<file path="config.mk">
export PLATFORM = sky130hd
export DESIGN_NAME = wait_mode_wakeup_event_ctrl
export DESIGN_NICKNAME = d
export VERILOG_FILES = /design/src/hw/wake_ctrl_pkg.sv /design/src/hw/wait_mode_wakeup_event_ctrl.sv
export SDC_FILE = /design/constraint.sdc
export NUM_CORES = 1
export LEC_CHECK = 0
export BUFFER_PORTS_ARGS = -buffer_cell sky130_fd_sc_hd__buf_4
export CAP_MARGIN = 20
export CORE_MARGIN = 1
export CORE_UTILIZATION = 55
export DETAILED_ROUTE_END_ITERATION = 8
export PLACE_DENSITY = 0.89
export SYNTH_ARGS = -nofsm -noshare
export SYNTH_HDL_FRONTEND = slang
export SYNTH_SLANG_ARGS = --single-unit
</file>
<file path="constraint.sdc">
create_clock -name clock_i -period 5.72 [get_ports clock_i]
set_input_delay 0.286 -clock clock_i [delete_from_list [all_inputs] [get_ports clock_i]]
set_output_delay 0.286 -clock clock_i [all_outputs]
set_load 0.02 [all_outputs]
</file>
<file path="src/hw/wake_ctrl_pkg.sv">
package wake_ctrl_pkg;

  // register port geometry
  localparam int ADDR_W = 3;
  localparam int DATA_W = 8;

  // register offsets
  localparam logic [2:0] OFS_SEL_ONE = 3'h0;
  localparam logic [2:0] OFS_SEL_TWO = 3'h1;
  localparam logic [2:0] OFS_PCKEN_ONE = 3'h2;
  localparam logic [2:0] OFS_PCKEN_TWO = 3'h3;
  localparam logic [2:0] OFS_PCKEN_THREE = 3'h4;
  localparam logic [2:0] OFS_GLOBAL_CFG = 3'h5;
  localparam logic [2:0] OFS_STATUS = 3'h6;

  // reset values
  localparam logic [7:0] RST_SEL_ONE = 8'h00;
  localparam logic [7:0] RST_SEL_TWO = 8'h00;
  localparam logic [7:0] RST_PCKEN = 8'h00;
  localparam logic [7:0] RST_GLOBAL_CFG = 8'h00;

  // field positions
  localparam int GCFG_ACTIVATION_LEVEL = 0;
  localparam int STAT_EVENT_PEND = 3;
  localparam int STAT_IRQ_PEND = 4;

  // condition code level that blocks all maskable interrupts
  localparam logic [1:0] LEVEL_ALL_MASKED = 2'h3;

  // cpu power states
  typedef enum logic [2:0] {
    ST_RUN,
    ST_WAIT_IRQ,
    ST_WAIT_EVENT,
    ST_SERVE_FROM_IRQ_WAIT,
    ST_SERVE_FROM_EVENT_WAIT
  } cpu_state_t;

endpackage

</file>
<file path="src/hw/wait_mode_wakeup_event_ctrl.sv">
// Decided for this implementation: the address-and-strobe port.
`timescale 1ns/10ps
// How it works
// - software gates each peripheral clock, always
// - wait instruction stops cpu clock only
// - wait keeps registers untouched
// - any interrupt not masked by condition code level restarts cpu from interrupt-wait
// - activation level returns to interrupt-wait
// - event-wait interrupts obey condition code level
// - event-enabled sources never raise interrupts
// - serviced interrupt returns to event-wait
// - wakeup event resumes after wait instruction
// - select one bits 7:4 pins 3:0
// - select one bits 3:2 advanced timer
// - select one bits 1:0 second timer
// - select two bits 3:0 pins 7:4
// - select two bit 7 converter, comparators
// - select two bit 6 ports E,F
// - select two bit 5 port D,H
// - select two bit 4 port B,G

module wait_mode_wakeup_event_ctrl
  import wake_ctrl_pkg::*;
#(
  parameter bit MEDIUM_DENSITY = 1'h0
)
(
  input wire logic clock_i,
  input wire logic rst_i,
  // register port
  input wire logic [ADDR_W-1:0] reg_addr_i,
  input wire logic [DATA_W-1:0] reg_wdata_i,
  input wire logic reg_write_i,
  input wire logic reg_read_i,
  output logic [DATA_W-1:0] reg_rdata_o,
  // cpu side
  input wire logic wait_for_interrupt_instr_i,
  input wire logic wait_for_event_instr_i,
  input wire logic irq_return_i,
  input wire logic int_level_bit_low_i,
  input wire logic int_level_bit_high_i,
  output logic cpu_clock_en_o,
  output logic irq_request_o,
  output logic event_resume_o,
  output logic skip_context_restore_o,
  output logic wait_mode_o,
  // interrupt sources
  input wire logic [7:0] pin_irq_i,
  input wire logic port_b_irq_i,
  input wire logic port_g_irq_i,
  input wire logic port_d_irq_i,
  input wire logic port_h_irq_i,
  input wire logic port_e_irq_i,
  input wire logic port_f_irq_i,
  input wire logic adv_timer_capcmp_irq_i,
  input wire logic adv_timer_update_irq_i,
  input wire logic timer_b_capcmp_irq_i,
  input wire logic timer_b_update_irq_i,
  input wire logic converter_comparator_irq_i,
  input wire logic [7:0] other_irq_i,
  // peripheral clock gates
  output logic [7:0] periph_clock_enable_one_o,
  output logic [7:0] periph_clock_enable_two_o,
  output logic [7:0] periph_clock_enable_three_o
);

  ////////////////////////////////////////////////////////////////////////////
  // registers and state

  logic [7:0] wakeup_event_select_one;
  logic [7:0] wakeup_event_select_two;
  logic [7:0] periph_clock_enable_one;
  logic [7:0] periph_clock_enable_two;
  logic [7:0] periph_clock_enable_three;
  logic [7:0] global_config_register;
  cpu_state_t state;
  cpu_state_t next_state;

  logic [7:0] src_one;
  logic [7:0] src_two;
  logic event_hit;
  logic irq_pending;
  logic irq_allowed;
  logic activation_level;
  logic in_wait;
  logic resume_now;

  assign activation_level = global_config_register[GCFG_ACTIVATION_LEVEL];

  ////////////////////////////////////////////////////////////////////////////
  // source vectors, laid out like the select registers

  assign src_one = {pin_irq_i[3:0],
                    adv_timer_capcmp_irq_i,
                    adv_timer_update_irq_i,
                    timer_b_capcmp_irq_i,
                    timer_b_update_irq_i};

  // converter and comparators on bit 7
  // ports E and F on bit 6
  // port D, port H except medium density
  // port B, port G except medium density
  assign src_two = {converter_comparator_irq_i,
                    port_e_irq_i | port_f_irq_i,
                    port_d_irq_i | (port_h_irq_i & ~MEDIUM_DENSITY),
                    port_b_irq_i | (port_g_irq_i & ~MEDIUM_DENSITY),
                    pin_irq_i[7:4]};

  // one wakeup request from any enabled source
  // level sensitive: a source held high keeps waking
  assign event_hit = |(src_one & wakeup_event_select_one) |
                     |(src_two & wakeup_event_select_two);

  // event-enabled sources are kept off the interrupt path
  assign irq_pending = |(src_one & ~wakeup_event_select_one) |
                       |(src_two & ~wakeup_event_select_two) |
                       |other_irq_i;

  // condition code level gates interrupt service
  assign irq_allowed = irq_pending &
    ({int_level_bit_high_i, int_level_bit_low_i} != LEVEL_ALL_MASKED);

  ////////////////////////////////////////////////////////////////////////////
  // power state machine

  always_comb
  begin
    next_state = state;
    case (state)
      ST_RUN:
      begin
        // either wait instruction stops the cpu
        if (wait_for_interrupt_instr_i)
          next_state = ST_WAIT_IRQ;
        else if (wait_for_event_instr_i)
          next_state = ST_WAIT_EVENT;
      end
      ST_WAIT_IRQ:
      begin
        if (irq_allowed)
          next_state = ST_SERVE_FROM_IRQ_WAIT;
      end
      ST_WAIT_EVENT:
      begin
        // event wins, resume after the instruction
        if (event_hit)
          next_state = ST_RUN;
        else if (irq_allowed)
          next_state = ST_SERVE_FROM_EVENT_WAIT;
      end
      ST_SERVE_FROM_IRQ_WAIT:
      begin
        // activation level sends cpu back to wait
        if (irq_return_i)
          next_state = activation_level ? ST_WAIT_IRQ : ST_RUN;
      end
      ST_SERVE_FROM_EVENT_WAIT:
      begin
        // back to event wait after service
        if (irq_return_i)
          next_state = ST_WAIT_EVENT;
      end
      // unused state codes fall back to run
      default:
      begin
        next_state = ST_RUN;
      end
    endcase
  end

  // state register
  always_ff @(posedge clock_i or posedge rst_i)
  begin
    if (rst_i)
      state <= ST_RUN;
    else
      state <= next_state;
  end

  // outputs register the next state, so they change with the state
  assign in_wait = (next_state == ST_WAIT_IRQ) ||
                   (next_state == ST_WAIT_EVENT);
  assign resume_now = (state == ST_WAIT_EVENT) && event_hit;

  ////////////////////////////////////////////////////////////////////////////
  // cpu outputs

  // cpu clock off while waiting, peripherals untouched
  // the peripheral gates are deliberately not touched here
  always_ff @(posedge clock_i or posedge rst_i)
  begin
    if (rst_i)
    begin
      cpu_clock_en_o <= 1'h1;
      wait_mode_o <= 1'h0;
    end
    else
    begin
      cpu_clock_en_o <= ~in_wait;
      wait_mode_o <= in_wait;
    end
  end

  // interrupt request to the core
  // an event resume must not also start a service routine
  always_ff @(posedge clock_i or posedge rst_i)
  begin
    if (rst_i)
      irq_request_o <= 1'h0;
    else if (state == ST_WAIT_EVENT && event_hit)
      irq_request_o <= 1'h0;
    else
      irq_request_o <= irq_allowed;
  end

  always_ff @(posedge clock_i or posedge rst_i)
  begin
    if (rst_i)
      event_resume_o <= 1'h0;
    else
      event_resume_o <= resume_now;
  end

  // tell core not to restore main context
  always_ff @(posedge clock_i or posedge rst_i)
  begin
    if (rst_i)
      skip_context_restore_o <= 1'h0;
    else
      skip_context_restore_o <= (state == ST_SERVE_FROM_IRQ_WAIT) &&
                                irq_return_i && activation_level;
  end

  ////////////////////////////////////////////////////////////////////////////
  // register writes

  // nothing here reacts to wait entry, contents stay
  // event selects clear on reset, read-write
  // second select clears on reset, read-write
  always_ff @(posedge clock_i or posedge rst_i)
  begin
    if (rst_i)
    begin
      wakeup_event_select_one <= RST_SEL_ONE;
      wakeup_event_select_two <= RST_SEL_TWO;
    end
    else if (reg_write_i)
    begin
      if (reg_addr_i == OFS_SEL_ONE)
        wakeup_event_select_one <= reg_wdata_i;
      else if (reg_addr_i == OFS_SEL_TWO)
        wakeup_event_select_two <= reg_wdata_i;
    end
  end

  // clock gates writable at any time, in any mode
  always_ff @(posedge clock_i or posedge rst_i)
  begin
    if (rst_i)
    begin
      periph_clock_enable_one <= RST_PCKEN;
      periph_clock_enable_two <= RST_PCKEN;
      periph_clock_enable_three <= RST_PCKEN;
    end
    else if (reg_write_i)
    begin
      if (reg_addr_i == OFS_PCKEN_ONE)
        periph_clock_enable_one <= reg_wdata_i;
      else if (reg_addr_i == OFS_PCKEN_TWO)
        periph_clock_enable_two <= reg_wdata_i;
      else if (reg_addr_i == OFS_PCKEN_THREE)
        periph_clock_enable_three <= reg_wdata_i;
    end
  end

  // global configuration, activation level in bit 0
  // upper bits are not stored and read back as zero
  always_ff @(posedge clock_i or posedge rst_i)
  begin
    if (rst_i)
      global_config_register <= RST_GLOBAL_CFG;
    else if (reg_write_i && reg_addr_i == OFS_GLOBAL_CFG)
      global_config_register <= {7'h00, reg_wdata_i[GCFG_ACTIVATION_LEVEL]};
  end

  // gate outputs follow the registers one cycle later
  always_ff @(posedge clock_i or posedge rst_i)
  begin
    if (rst_i)
    begin
      periph_clock_enable_one_o <= RST_PCKEN;
      periph_clock_enable_two_o <= RST_PCKEN;
      periph_clock_enable_three_o <= RST_PCKEN;
    end
    else
    begin
      periph_clock_enable_one_o <= periph_clock_enable_one;
      periph_clock_enable_two_o <= periph_clock_enable_two;
      periph_clock_enable_three_o <= periph_clock_enable_three;
    end
  end

  ////////////////////////////////////////////////////////////////////////////
  // register reads, data in the cycle after the strobe

  always_ff @(posedge clock_i or posedge rst_i)
  begin
    if (rst_i)
      reg_rdata_o <= 8'h00;
    else if (reg_read_i)
    begin
      if (reg_addr_i == OFS_SEL_ONE)
        reg_rdata_o <= wakeup_event_select_one;
      else if (reg_addr_i == OFS_SEL_TWO)
        reg_rdata_o <= wakeup_event_select_two;
      else if (reg_addr_i == OFS_PCKEN_ONE)
        reg_rdata_o <= periph_clock_enable_one;
      else if (reg_addr_i == OFS_PCKEN_TWO)
        reg_rdata_o <= periph_clock_enable_two;
      else if (reg_addr_i == OFS_PCKEN_THREE)
        reg_rdata_o <= periph_clock_enable_three;
      else if (reg_addr_i == OFS_GLOBAL_CFG)
        reg_rdata_o <= global_config_register;
      // status: pending interrupt, event hit, state code
      else if (reg_addr_i == OFS_STATUS)
        reg_rdata_o <= {3'h0, irq_pending, event_hit, state};
      else
        reg_rdata_o <= 8'h00; // unmapped reads zero
    end
    else
      reg_rdata_o <= 8'h00;
  end

endmodule

</file>
==> results of run 1 <==
==> power breakdown <==
| group | total (W) | internal, W | switching (W) |
|---|---|---|---|
| combinational | 0.000439 | 0.000213 | 0.000227 |
| sequential | 0.000791 | 0.000702 | 0.0000893 |
| clock | 0.000394 | 0.000199 | 0.000195 |
| total | 0.00162 | 0.00111 | 0.000510 |
==> worst min-delay path, cell delays in order <==
cell     delay [ps]
buf_4           130
nand2_1          50
nor2_1           30
==> logic make-up (layout without fill, tap and decap cells) <==
logic type                Yosys count  count (layout)
buffers and inverters              22             112
muxes                              46              46
DFF                                81              81
xor gates and xnor gates            2               2
and+or+nand+nor                    54              54
AOI/OAI and AO/OA                  62              62
==> cells in the mapped netlist <==
cell type   n  area share
nor2_1     10       0.011
a21oi_1    11       0.016
nor3b_1     2      0.0044
buf_1       1      0.0011
o211a_1     3      0.0088
nand4b_1    1      0.0026
o22ai_1     3      0.0055
nand4_1     1      0.0018
or3_1       1      0.0018
o311ai_4    1      0.0077
o2111ai_1   1      0.0026
a2111oi_4   2       0.016
xor2_1      1      0.0026
nand4b_2    1      0.0044
dfrtp_1    80        0.59
o2bb2a_4    1      0.0059
and3_1      1      0.0018
a31oi_1     1      0.0018
inv_1      13       0.014
nor3_1      1      0.0015
buf_2       1      0.0015
o32a_1      1      0.0029
a222oi_1    2      0.0059
o211ai_1    5       0.011
mux2i_1     4       0.012
nor4_1      2      0.0037
nor3_2      1      0.0029
nor2_2      1      0.0018
nand2_1    18       0.020
and2_1      3      0.0055
a221oi_1    1      0.0026
nor2b_1     9       0.016
o21ai_0    14       0.020
o22a_1      2      0.0051
o221ai_1    1      0.0026
xnor2_1     1      0.0026
clkbuf_1    7      0.0077
nand2b_1    1      0.0018
nor2b_2     1      0.0026
a22oi_1    12       0.026
dfstp_2     1      0.0077
o21bai_1    1      0.0022
mux2_2     42        0.14
==> layer usage <==
layer	vias up	global-route usage	share of wire
li1	1133	-	-
met1	1218	0.332	0.41
met2	102	0.431	0.51
met3	15	0.0697	0.063
met4	0	0.0929	0.017
met5	-	0	0
==> through the flow <==
stage          area [um^2]  utilization  setup slack [ps]  hold WS, ps  total power (W)
2_1_floorplan         3420            -              3360          364          0.00105
3_3_place_gp          4110        0.690              3780          377          0.00122
3_5_place_dp          4110        0.690              3750          382          0.00124
4_1_cts               4290        0.721              3810          186          0.00163
5_1_grt               4290        0.721              3630          191          0.00170
6_report              4290        0.721              3770          187          0.00162
==> flip-flops by register name, summed over array words and instances (netlist names), 3 cells and up <==
signal,count
periph_clock_enable_two,8
periph_clock_enable_three_o,8
reg_rdata_o,8
periph_clock_enable_one_o,8
state,3
periph_clock_enable_one,8
wakeup_event_select_two,8
periph_clock_enable_three,8
periph_clock_enable_two_o,8
wakeup_event_select_one,8
==> final timing paths <==
check / start / to / slack, ps / cells after the start
setup reg to reg: wakeup_event_select_one[7] / wait_mode_o / 3770 / 6
min in group asynchronous: rst_i / periph_clock_enable_two_o[0] / 250 / 3
setup / recovery: wakeup_event_select_one[7] / wait_mode_o / 3770 / 6
hold / removal: irq_return_i / skip_context_restore_o / 190 / 3
hold reg to reg: periph_clock_enable_two[6] / periph_clock_enable_two_o[6] / 400 / 0
max in group asynchronous: rst_i / wakeup_event_select_one[6] / 4860 / 3
==> cell usage in the layout (no fill, tap or decap), types with 3 or more instances in the layout <==
| cell type | n |
|---|---|
| o211ai_1 | 5 |
| o211a_1 | 3 |
| mux2_2 | 42 |
| and2_1 | 3 |
| nor2_1 | 10 |
| dfrtp_1 | 80 |
| nor2b_1 | 9 |
| clkbuf_8 | 9 |
| inv_1 | 12 |
| mux2i_1 | 4 |
| a22oi_1 | 12 |
| nand2_1 | 18 |
| a21oi_1 | 11 |
| buf_4 | 84 |
| o22ai_1 | 3 |
| o21ai_0 | 14 |
==> layout make-up <==
class,instances,area [um^2]
Timing Repair Buffer,84,631
Multi-Input combinational cell,164,1310
Sequential cell,81,2030
Clock inverter,5,57.6
Fill cell,429,1660
Tap cell,75,93.8
Clock buffer,10,128
Inverter,13,48.8
==> impl_metrics.toml, run 1 <==
[outcome]
status = "finished, final reports clean"

[setup_path]
cp_top_family = "compound AO/OA/AOI/OAI gates"
critPathSlowestCell = "dfrtp_1"
max_stage_delay_ps = 420
path_cells = "a22oi_1 -> o2111ai_1 -> nor3_1 -> nand2_1 -> o311ai_4 -> xor2_1"
crit_type = "reg2reg"
start_kind = "flop"
crit_fanout = 4
end_kind = "flop"
arrival_ps = 2210
crit_buf_inv = 0
worst_ep_required_time_ps = 5980

[synth]
synthMuxAreaShare = 0.150
ys_warn_count = 0
synth_compound_area_frac = 0.143
synth_xor_area_frac = 0.00512
synth_nets = 314
yosys.area_share.simple = 0.0838
ys_seq_area_frac = 0.593
synth_area_um2 = 3420
synth_top_family_by_area = "multiplexers"
syn-instance-count = 267
avgSynthCellArea_um2 = 12.8
ys_seq_elements = 81
synth_cell_types = 43
synthAdderAreaFrac = 0

[grt]
grt_max_degree = 82
grt_pass1_wl_um = 12300
gr-total-overflow = 0
grt_usage = 0.261
grt_pass1_vias = 2462
antenna_found_initial = 0

[detailed_routing]
wl_um = 7820
num_vias = 2468
ant_nets = 0
drt_pass1_iterations = 4
dr.first_iter.drc_count = 181
routedWlPerCell_um = 18.1
viasPerCell = 5.71
drc = 0

[clock_network]
cts_root_buf = "clkbuf_8"
cts_tree = "built"
cts_buffer_depth = 2
clk_pin_slew_ps = 80
hold_buffers = 0
numCtsBuffers = 9
post-cts-setup-buffers = 0
clk_latency_ps = 340
htree_num_levels = 3
cts.sinks = 81
cts-resized-gates = 0

[pwr]
ir_drop_mv = 0.258
pwr_density_cell_nw_per_um2 = 378
power.leakage_nw = 2.00

[timing]
tns_ps = 0
slew_viol_final = 0
grt_setup_unrepaired = "no"
timing.final.crit_share = 0.340
max_slew_margin = 0.358
hold_viol_final = 0
tightest_slew_ps = 963
setup_viol = 0
fmax_mhz = 514
period_minus_slack_ps = 1950
skew_ps = 11.9

[final_layout]
instances_no_fill = 432
final_nets = 400
diodes = 0
drive_gt1_frac = 0.420
area_delta_synth_final_pct = 25.6

[placement]
gp_congestion = 0.882
dp.cells = 417
portBuffers = 83
hpwlAfterDp_um = 5780

[floorplanning]
dieArea_um2 = 6540
die_y_um = 80.9
fp.coreArea_um2 = 5960
num_io_pins = 84
initial_core_util = 0.574
num_rows = 28
die_x_um = 80.9

[run]
cap_violations = 0

[min_path]
hold_path.class = "in2reg"
No activity file was read; power rests on OpenSTA's default activity.
==> run 2: changes to the inputs <==
--- a/config.mk
+++ b/config.mk
@@ -8,9 +8,9 @@
 export BUFFER_PORTS_ARGS = -buffer_cell sky130_fd_sc_hd__buf_4
 export CAP_MARGIN = 20
 export CORE_MARGIN = 1
-export CORE_UTILIZATION = 55
+export CORE_UTILIZATION = 48
 export DETAILED_ROUTE_END_ITERATION = 8
-export PLACE_DENSITY = 0.89
+export PLACE_DENSITY = 0.83
 export SYNTH_ARGS = -nofsm -noshare
 export SYNTH_HDL_FRONTEND = slang
 export SYNTH_SLANG_ARGS = --single-unit
==> constraint.sdc (replaced) <==
create_clock -name clock_i -period 1.6 [get_ports clock_i]
set_input_delay 0.08 -clock clock_i [delete_from_list [all_inputs] [get_ports clock_i]]
set_output_delay 0.08 -clock clock_i [all_outputs]
set_load 0.02 [all_outputs]
==> run 2 against run 1 <==
  * The flow now finishes with violations (negative setup slack)
  * Non-clock buffer count rose by 48
  * Power rose to 3.8 times the previous value
  * First-iteration DRC count rose by 19%
  * Utilization fell by 1.4 points
  * Global-route usage fell by 1.3 points
  * Sequential power rose to 3.5 times the previous value
  * Combinational power rose to 4.3 times the previous value
  * Largest cell class unchanged
==> impl_metrics.toml, run 2 (same netlist as run 1, synthesis figures left out) <==
[timing]
slew_viol_final = 0
max_slew_margin = 0.628
skew_ps = 5.32
period_minus_slack_ps = 1780
grt_setup_unrepaired = "yes"
timing.final.crit_share = 1.11
tightest_slew_ps = 557
fin_ws_ps = -183
fmax_mhz = 561
hold_viol_final = 0
setup_viol = 4

[floorplanning]
num_rows = 30
die_y_um = 86.4
dieArea_um2 = 7470
initial_core_util = 0.501
fp.coreArea_um2 = 6830
num_io_pins = 84
die_x_um = 86.4

[setup_path]
worst_ep_required_time_ps = 1880
arrival_ps = 2070
crit_type = "reg2reg"
crit_fanout = 3
start_kind = "flop"
end_kind = "flop"

[grt]
globalRouteMet3Util = 0.0419
gr-total-overflow = 0
grt_pass1_vias = 2726
antenna_found_initial = 0
top_usage_layer = "met2"
met2_usage = 0.421
grt_max_degree = 34
grt_usage = 0.248
use_met1 = 0.311
grt_pass1_wl_um = 13600

[placement]
portBuffers = 83
dp.cells = 472
placed_area_um2 = 4430
hpwlAfterDp_um = 6290
gp_congestion = 0.911

[run]
cap_violations = 0

[detailed_routing]
drt_pass1_iterations = 4
routedWlPerCell_um = 17.0
ant_nets = 0
num_vias = 2619
drc = 0
wl_um = 8530
dr.first_iter.drc_count = 216
viasPerCell = 5.22

[clock_network]
numCtsBuffers = 9
clk_latency_ps = 360
cts_root_buf = "clkbuf_8"
cts_tree = "built"
cts.sinks = 81
htree_num_levels = 3
cts_buffer_depth = 2
clk_pin_slew_ps = 80

[pwr]
seqPwrFrac = 0.449
p_int_w = 0.00423
power.leakage_nw = 2.26
swShare = 0.319
pwr-share-comb = 0.305
ir_drop_mv = 0.769
pwr_density_cell_nw_per_um2 = 1290
p_sw_w = 0.00198
pwr-share-clk = 0.246

[final_layout]
instances_no_fill = 502
area_delta_synth_final_pct = 41.2
diodes = 0
final_nets = 448
layout_common_cells = "buf_4, dfrtp_1, mux2_2"
finish.instance_area_um2 = 4830
utilization = 0.707
drive_gt1_frac = 0.500
layout_commonest_cell = "buf_4"

[outcome]
status = "finished, violations left"
violations = "negative setup slack"

[min_path]
hold_path.class = "in2reg"
-- run 2: cell types whose count changed in the layout (fill, tap and decap cells not counted), sizes merged --
cell         delta
buf            +39
clkbuf          -1
clkinv          -1
clkinvlp        +1
dlygate4sd3     +9
inv             +2
-- run 2: what timing repair did --
item                       CTS  global route
setup buffers                3             4
cloned                       0             0
hold endpoints to repair    37             0
pin swaps                    2             4
setup endpoints to repair    5             8
hold buffers                 9             0
resized for setup            3            13
-- run 2: power groups by stage --
stage	logic (W)	clock network, W	registers [W]
after global routing	0.00205	0.00164	0.00284
final	0.00190	0.00153	0.00279
after detailed placement	0.00180	0	0.00281
after floorplan	0.000734	0	0.00302
after CTS	0.00185	0.00154	0.00278
after global placement	0.00176	0	0.00280
-- run 2: stage by stage --
step	hold slack (ps)	setup WS (ps)	setup TNS (ps)	total power (W)
finish	9.09	-183	-515	0.00621
floorplan	188	-24.8	-37.3	0.00376
global route	10.7	-269	-1010	0.00652
detailed placement	168	-185	-559	0.00461
global placement	165	-142	-324	0.00457
CTS	4.19	-197	-457	0.00617
-- run 2: final cells by class --
type	count	area [um^2]
sequential	81	2030
fill	497	2000
multi-input combinational	164	1360
timing repair buffer	132	1060
clock buffer	9	124
tap	96	120
clock inverter	7	77.6
inverter	13	52.6
-- run 2: worst paths after layout --
check,from,to,slack (ps),depth (start not counted)
worst max-delay path,wakeup_event_select_one[3],wait_mode_o,-180,6
worst min-delay path,reg_wdata_i[0],wakeup_event_select_two[0],9,3
worst max register to register,wakeup_event_select_one[3],wait_mode_o,-180,6
worst min register to register,periph_clock_enable_one[2],periph_clock_enable_one_o[2],400,0
max in group asynchronous,rst_i,cpu_clock_en_o,700,4
min in group asynchronous,rst_i,periph_clock_enable_two_o[3],330,3
-- run 2: per-layer routing --
layer | vias to the layer above | wire, um
li1 | 1232 | -
met5 | - | 0
met2 | 80 | 4400
met1 | 1289 | 3550
met4 | 0 | 223
met3 | 18 | 362
-- run 2: worst max-delay path: stages, from the launching register on --
cell and delay (ps):
dfrtp_1 400, nor2b_1 90, a2111oi_4 330, nand4b_2 190
o2bb2a_4 250, o311ai_4 270, xor2_1 170
==> run 3: changes to the inputs <==
--- a/config.mk
+++ b/config.mk
@@ -10,7 +10,7 @@
 export CORE_MARGIN = 1
 export CORE_UTILIZATION = 48
 export DETAILED_ROUTE_END_ITERATION = 8
-export PLACE_DENSITY = 0.83
+export PLACE_DENSITY = 0.76
 export SYNTH_ARGS = -nofsm -noshare
 export SYNTH_HDL_FRONTEND = slang
 export SYNTH_SLANG_ARGS = --single-unit
==> run 3 against run 2 <==
  * The flow still finishes with violations (negative setup slack)
  * Routed wire length shrank 3.4%
  * First-iteration DRC count is 16% lower
  * Hold slack lost 5.5 ps
  * Largest cell class unchanged
  * Utilization decreased by 1.3 points
  * Largest power group unchanged
  * Critical path type unchanged
  * Register-to-register slack worse by 30 ps
==> impl_metrics.toml, run 3 (same netlist as run 1, synthesis figures left out) <==
[grt]
grt_pass1_vias = 2604
antenna_found_initial = 0
grt_usage = 0.239
gr-total-overflow = 0
grt_max_degree = 37
grt_pass1_wl_um = 13000

[setup_path]
crit_fanout = 3
arrival_ps = 2090
critPathSlowestCell = "a222oi_1"
worstReg2RegStart = "wakeup_event_select_one[1]"
crit_type = "reg2reg"
start_kind = "flop"
worst_ep_required_time_ps = 1870
crit_path_start = "wakeup_event_select_one[1]"
max_stage_delay_ps = 470
end_kind = "flop"
path_cells = "inv_1 -> a222oi_1 -> nand4b_4 -> o2bb2a_4 -> o311ai_4 -> xor2_1"

[run]
cap_violations = 0

[placement]
portBuffers = 83
dpl_worst_slack_ps = -220
gp_congestion = 0.885
hpwlAfterDp_um = 6090
dp.cells = 468

[detailed_routing]
routedWlPerCell_um = 16.6
num_vias = 2598
drc = 0
dr.first_iter.drc_count = 181
wl_um = 8240
drt_pass1_iterations = 4
ant_nets = 0
viasPerCell = 5.24

[pwr]
ir_drop_mv = 0.738
finalPower_w = 0.00621
pwr_density_cell_nw_per_um2 = 1310
power.leakage_nw = 2.23

[timing]
slew_viol_final = 0
fmax_mhz = 551
max_slew_margin = 0.628
tns_ps = -585
hold_ws_ps = 3.59
tightest_slew_ps = 556
fin_ws_ps = -214
period_minus_slack_ps = 1810
grt_setup_unrepaired = "yes"
hold_viol_final = 0
timing.final.crit_share = 1.13
skew_ps = 6.94
setup_viol = 5

[clock_network]
cts.sinks = 81
htree_num_levels = 3
clk_pin_slew_ps = 80
cts_buffer_depth = 2
clk_latency_ps = 350
cts_tree = "built"
numCtsBuffers = 9
cts_root_buf = "clkbuf_8"

[min_path]
min_from = "reg_wdata_i[5]"
hold_path.class = "in2reg"

[outcome]
status = "finished, violations left"
violations = "negative setup slack"

[final_layout]
layout_common_cells = "buf_4, dfrtp_1, mux2_2"
num-fill-cells = 532
diodes = 0
instances_no_fill = 496
layout_commonest_cell = "buf_4"
area_delta_synth_final_pct = 38.6
drive_gt1_frac = 0.475
final_nets = 443

[floorplanning]
die_x_um = 86.4
num_rows = 30
fp.coreArea_um2 = 6830
dieArea_um2 = 7470
die_y_um = 86.4
num_io_pins = 84
initial_core_util = 0.501
==> run 3: power breakdown <==
| group | switching (W) | internal, W | total [W] |
|---|---|---|---|
| Clock | 0.000721 | 0.000870 | 0.00159 |
| Combinational | 0.000890 | 0.000948 | 0.00184 |
| Sequential | 0.000271 | 0.00251 | 0.00278 |
==> run 3: final timing paths <==
check / cells past startpoint / slack [ps] / to
worst max-delay path: 6 / -210 / wait_mode_o
worst min-delay path: 2 / 4 / periph_clock_enable_two[5]
worst max register to register: 6 / -210 / wait_mode_o
worst min register to register: 0 / 400 / periph_clock_enable_two_o[6]
max in group asynchronous: 4 / 720 / periph_clock_enable_two[4]
min in group asynchronous: 3 / 330 / periph_clock_enable_one_o[3]
==> run 3: layer usage <==
layer / track usage / routed length, um / up-vias
met5: 0 / 0 / -
met4: 0.115 / 174 / 0
met3: 0.0362 / 332 / 14
met2: 0.399 / 4190 / 74
met1: 0.306 / 3550 / 1284
li1: - / - / 1226
==> run 3: what timing repair did <==
| item | CTS | global route |
|---|---|---|
| hold buffers | 7 | 1 |
| setup buffers | 3 | 2 |
| endpoints found under the hold margin | 30 | 2 |
| gates cloned | 0 | 0 |
| resized for setup | 3 | 2 |
| setup endpoints to repair | 4 | 6 |
| pin swaps | 2 | 4 |
==> run 3: through the flow <==
stage | utilization | area, um^2
after floorplan | - | 3420
after global placement | 0.642 | 4390
after detailed placement | 0.642 | 4390
after CTS | 0.689 | 4700
after global routing | 0.694 | 4740
final | 0.694 | 4740
==> run 3: cell type report <==
cell class              instances  area [um^2]  share of cell area
flip-flops and latches         81         2030               0.428
clock inverters                 5         81.3              0.0172
well taps                      96          120              0.0253
multi-input cells             164         1330               0.281
clock buffers                  10          128              0.0269
inverters                      13         52.6              0.0111
repair buffers                127          998               0.211
==> run 3: critical path, delay by kind of cell, from the launching register on <==
family | cells | cell delay (ps)
flip-flops | 1 | 340
AND/OR/NAND/NOR | 1 | 180
XOR/XNOR | 1 | 190
AO/OA/AOI/OAI | 3 | 980
buffers and inverters | 1 | 60
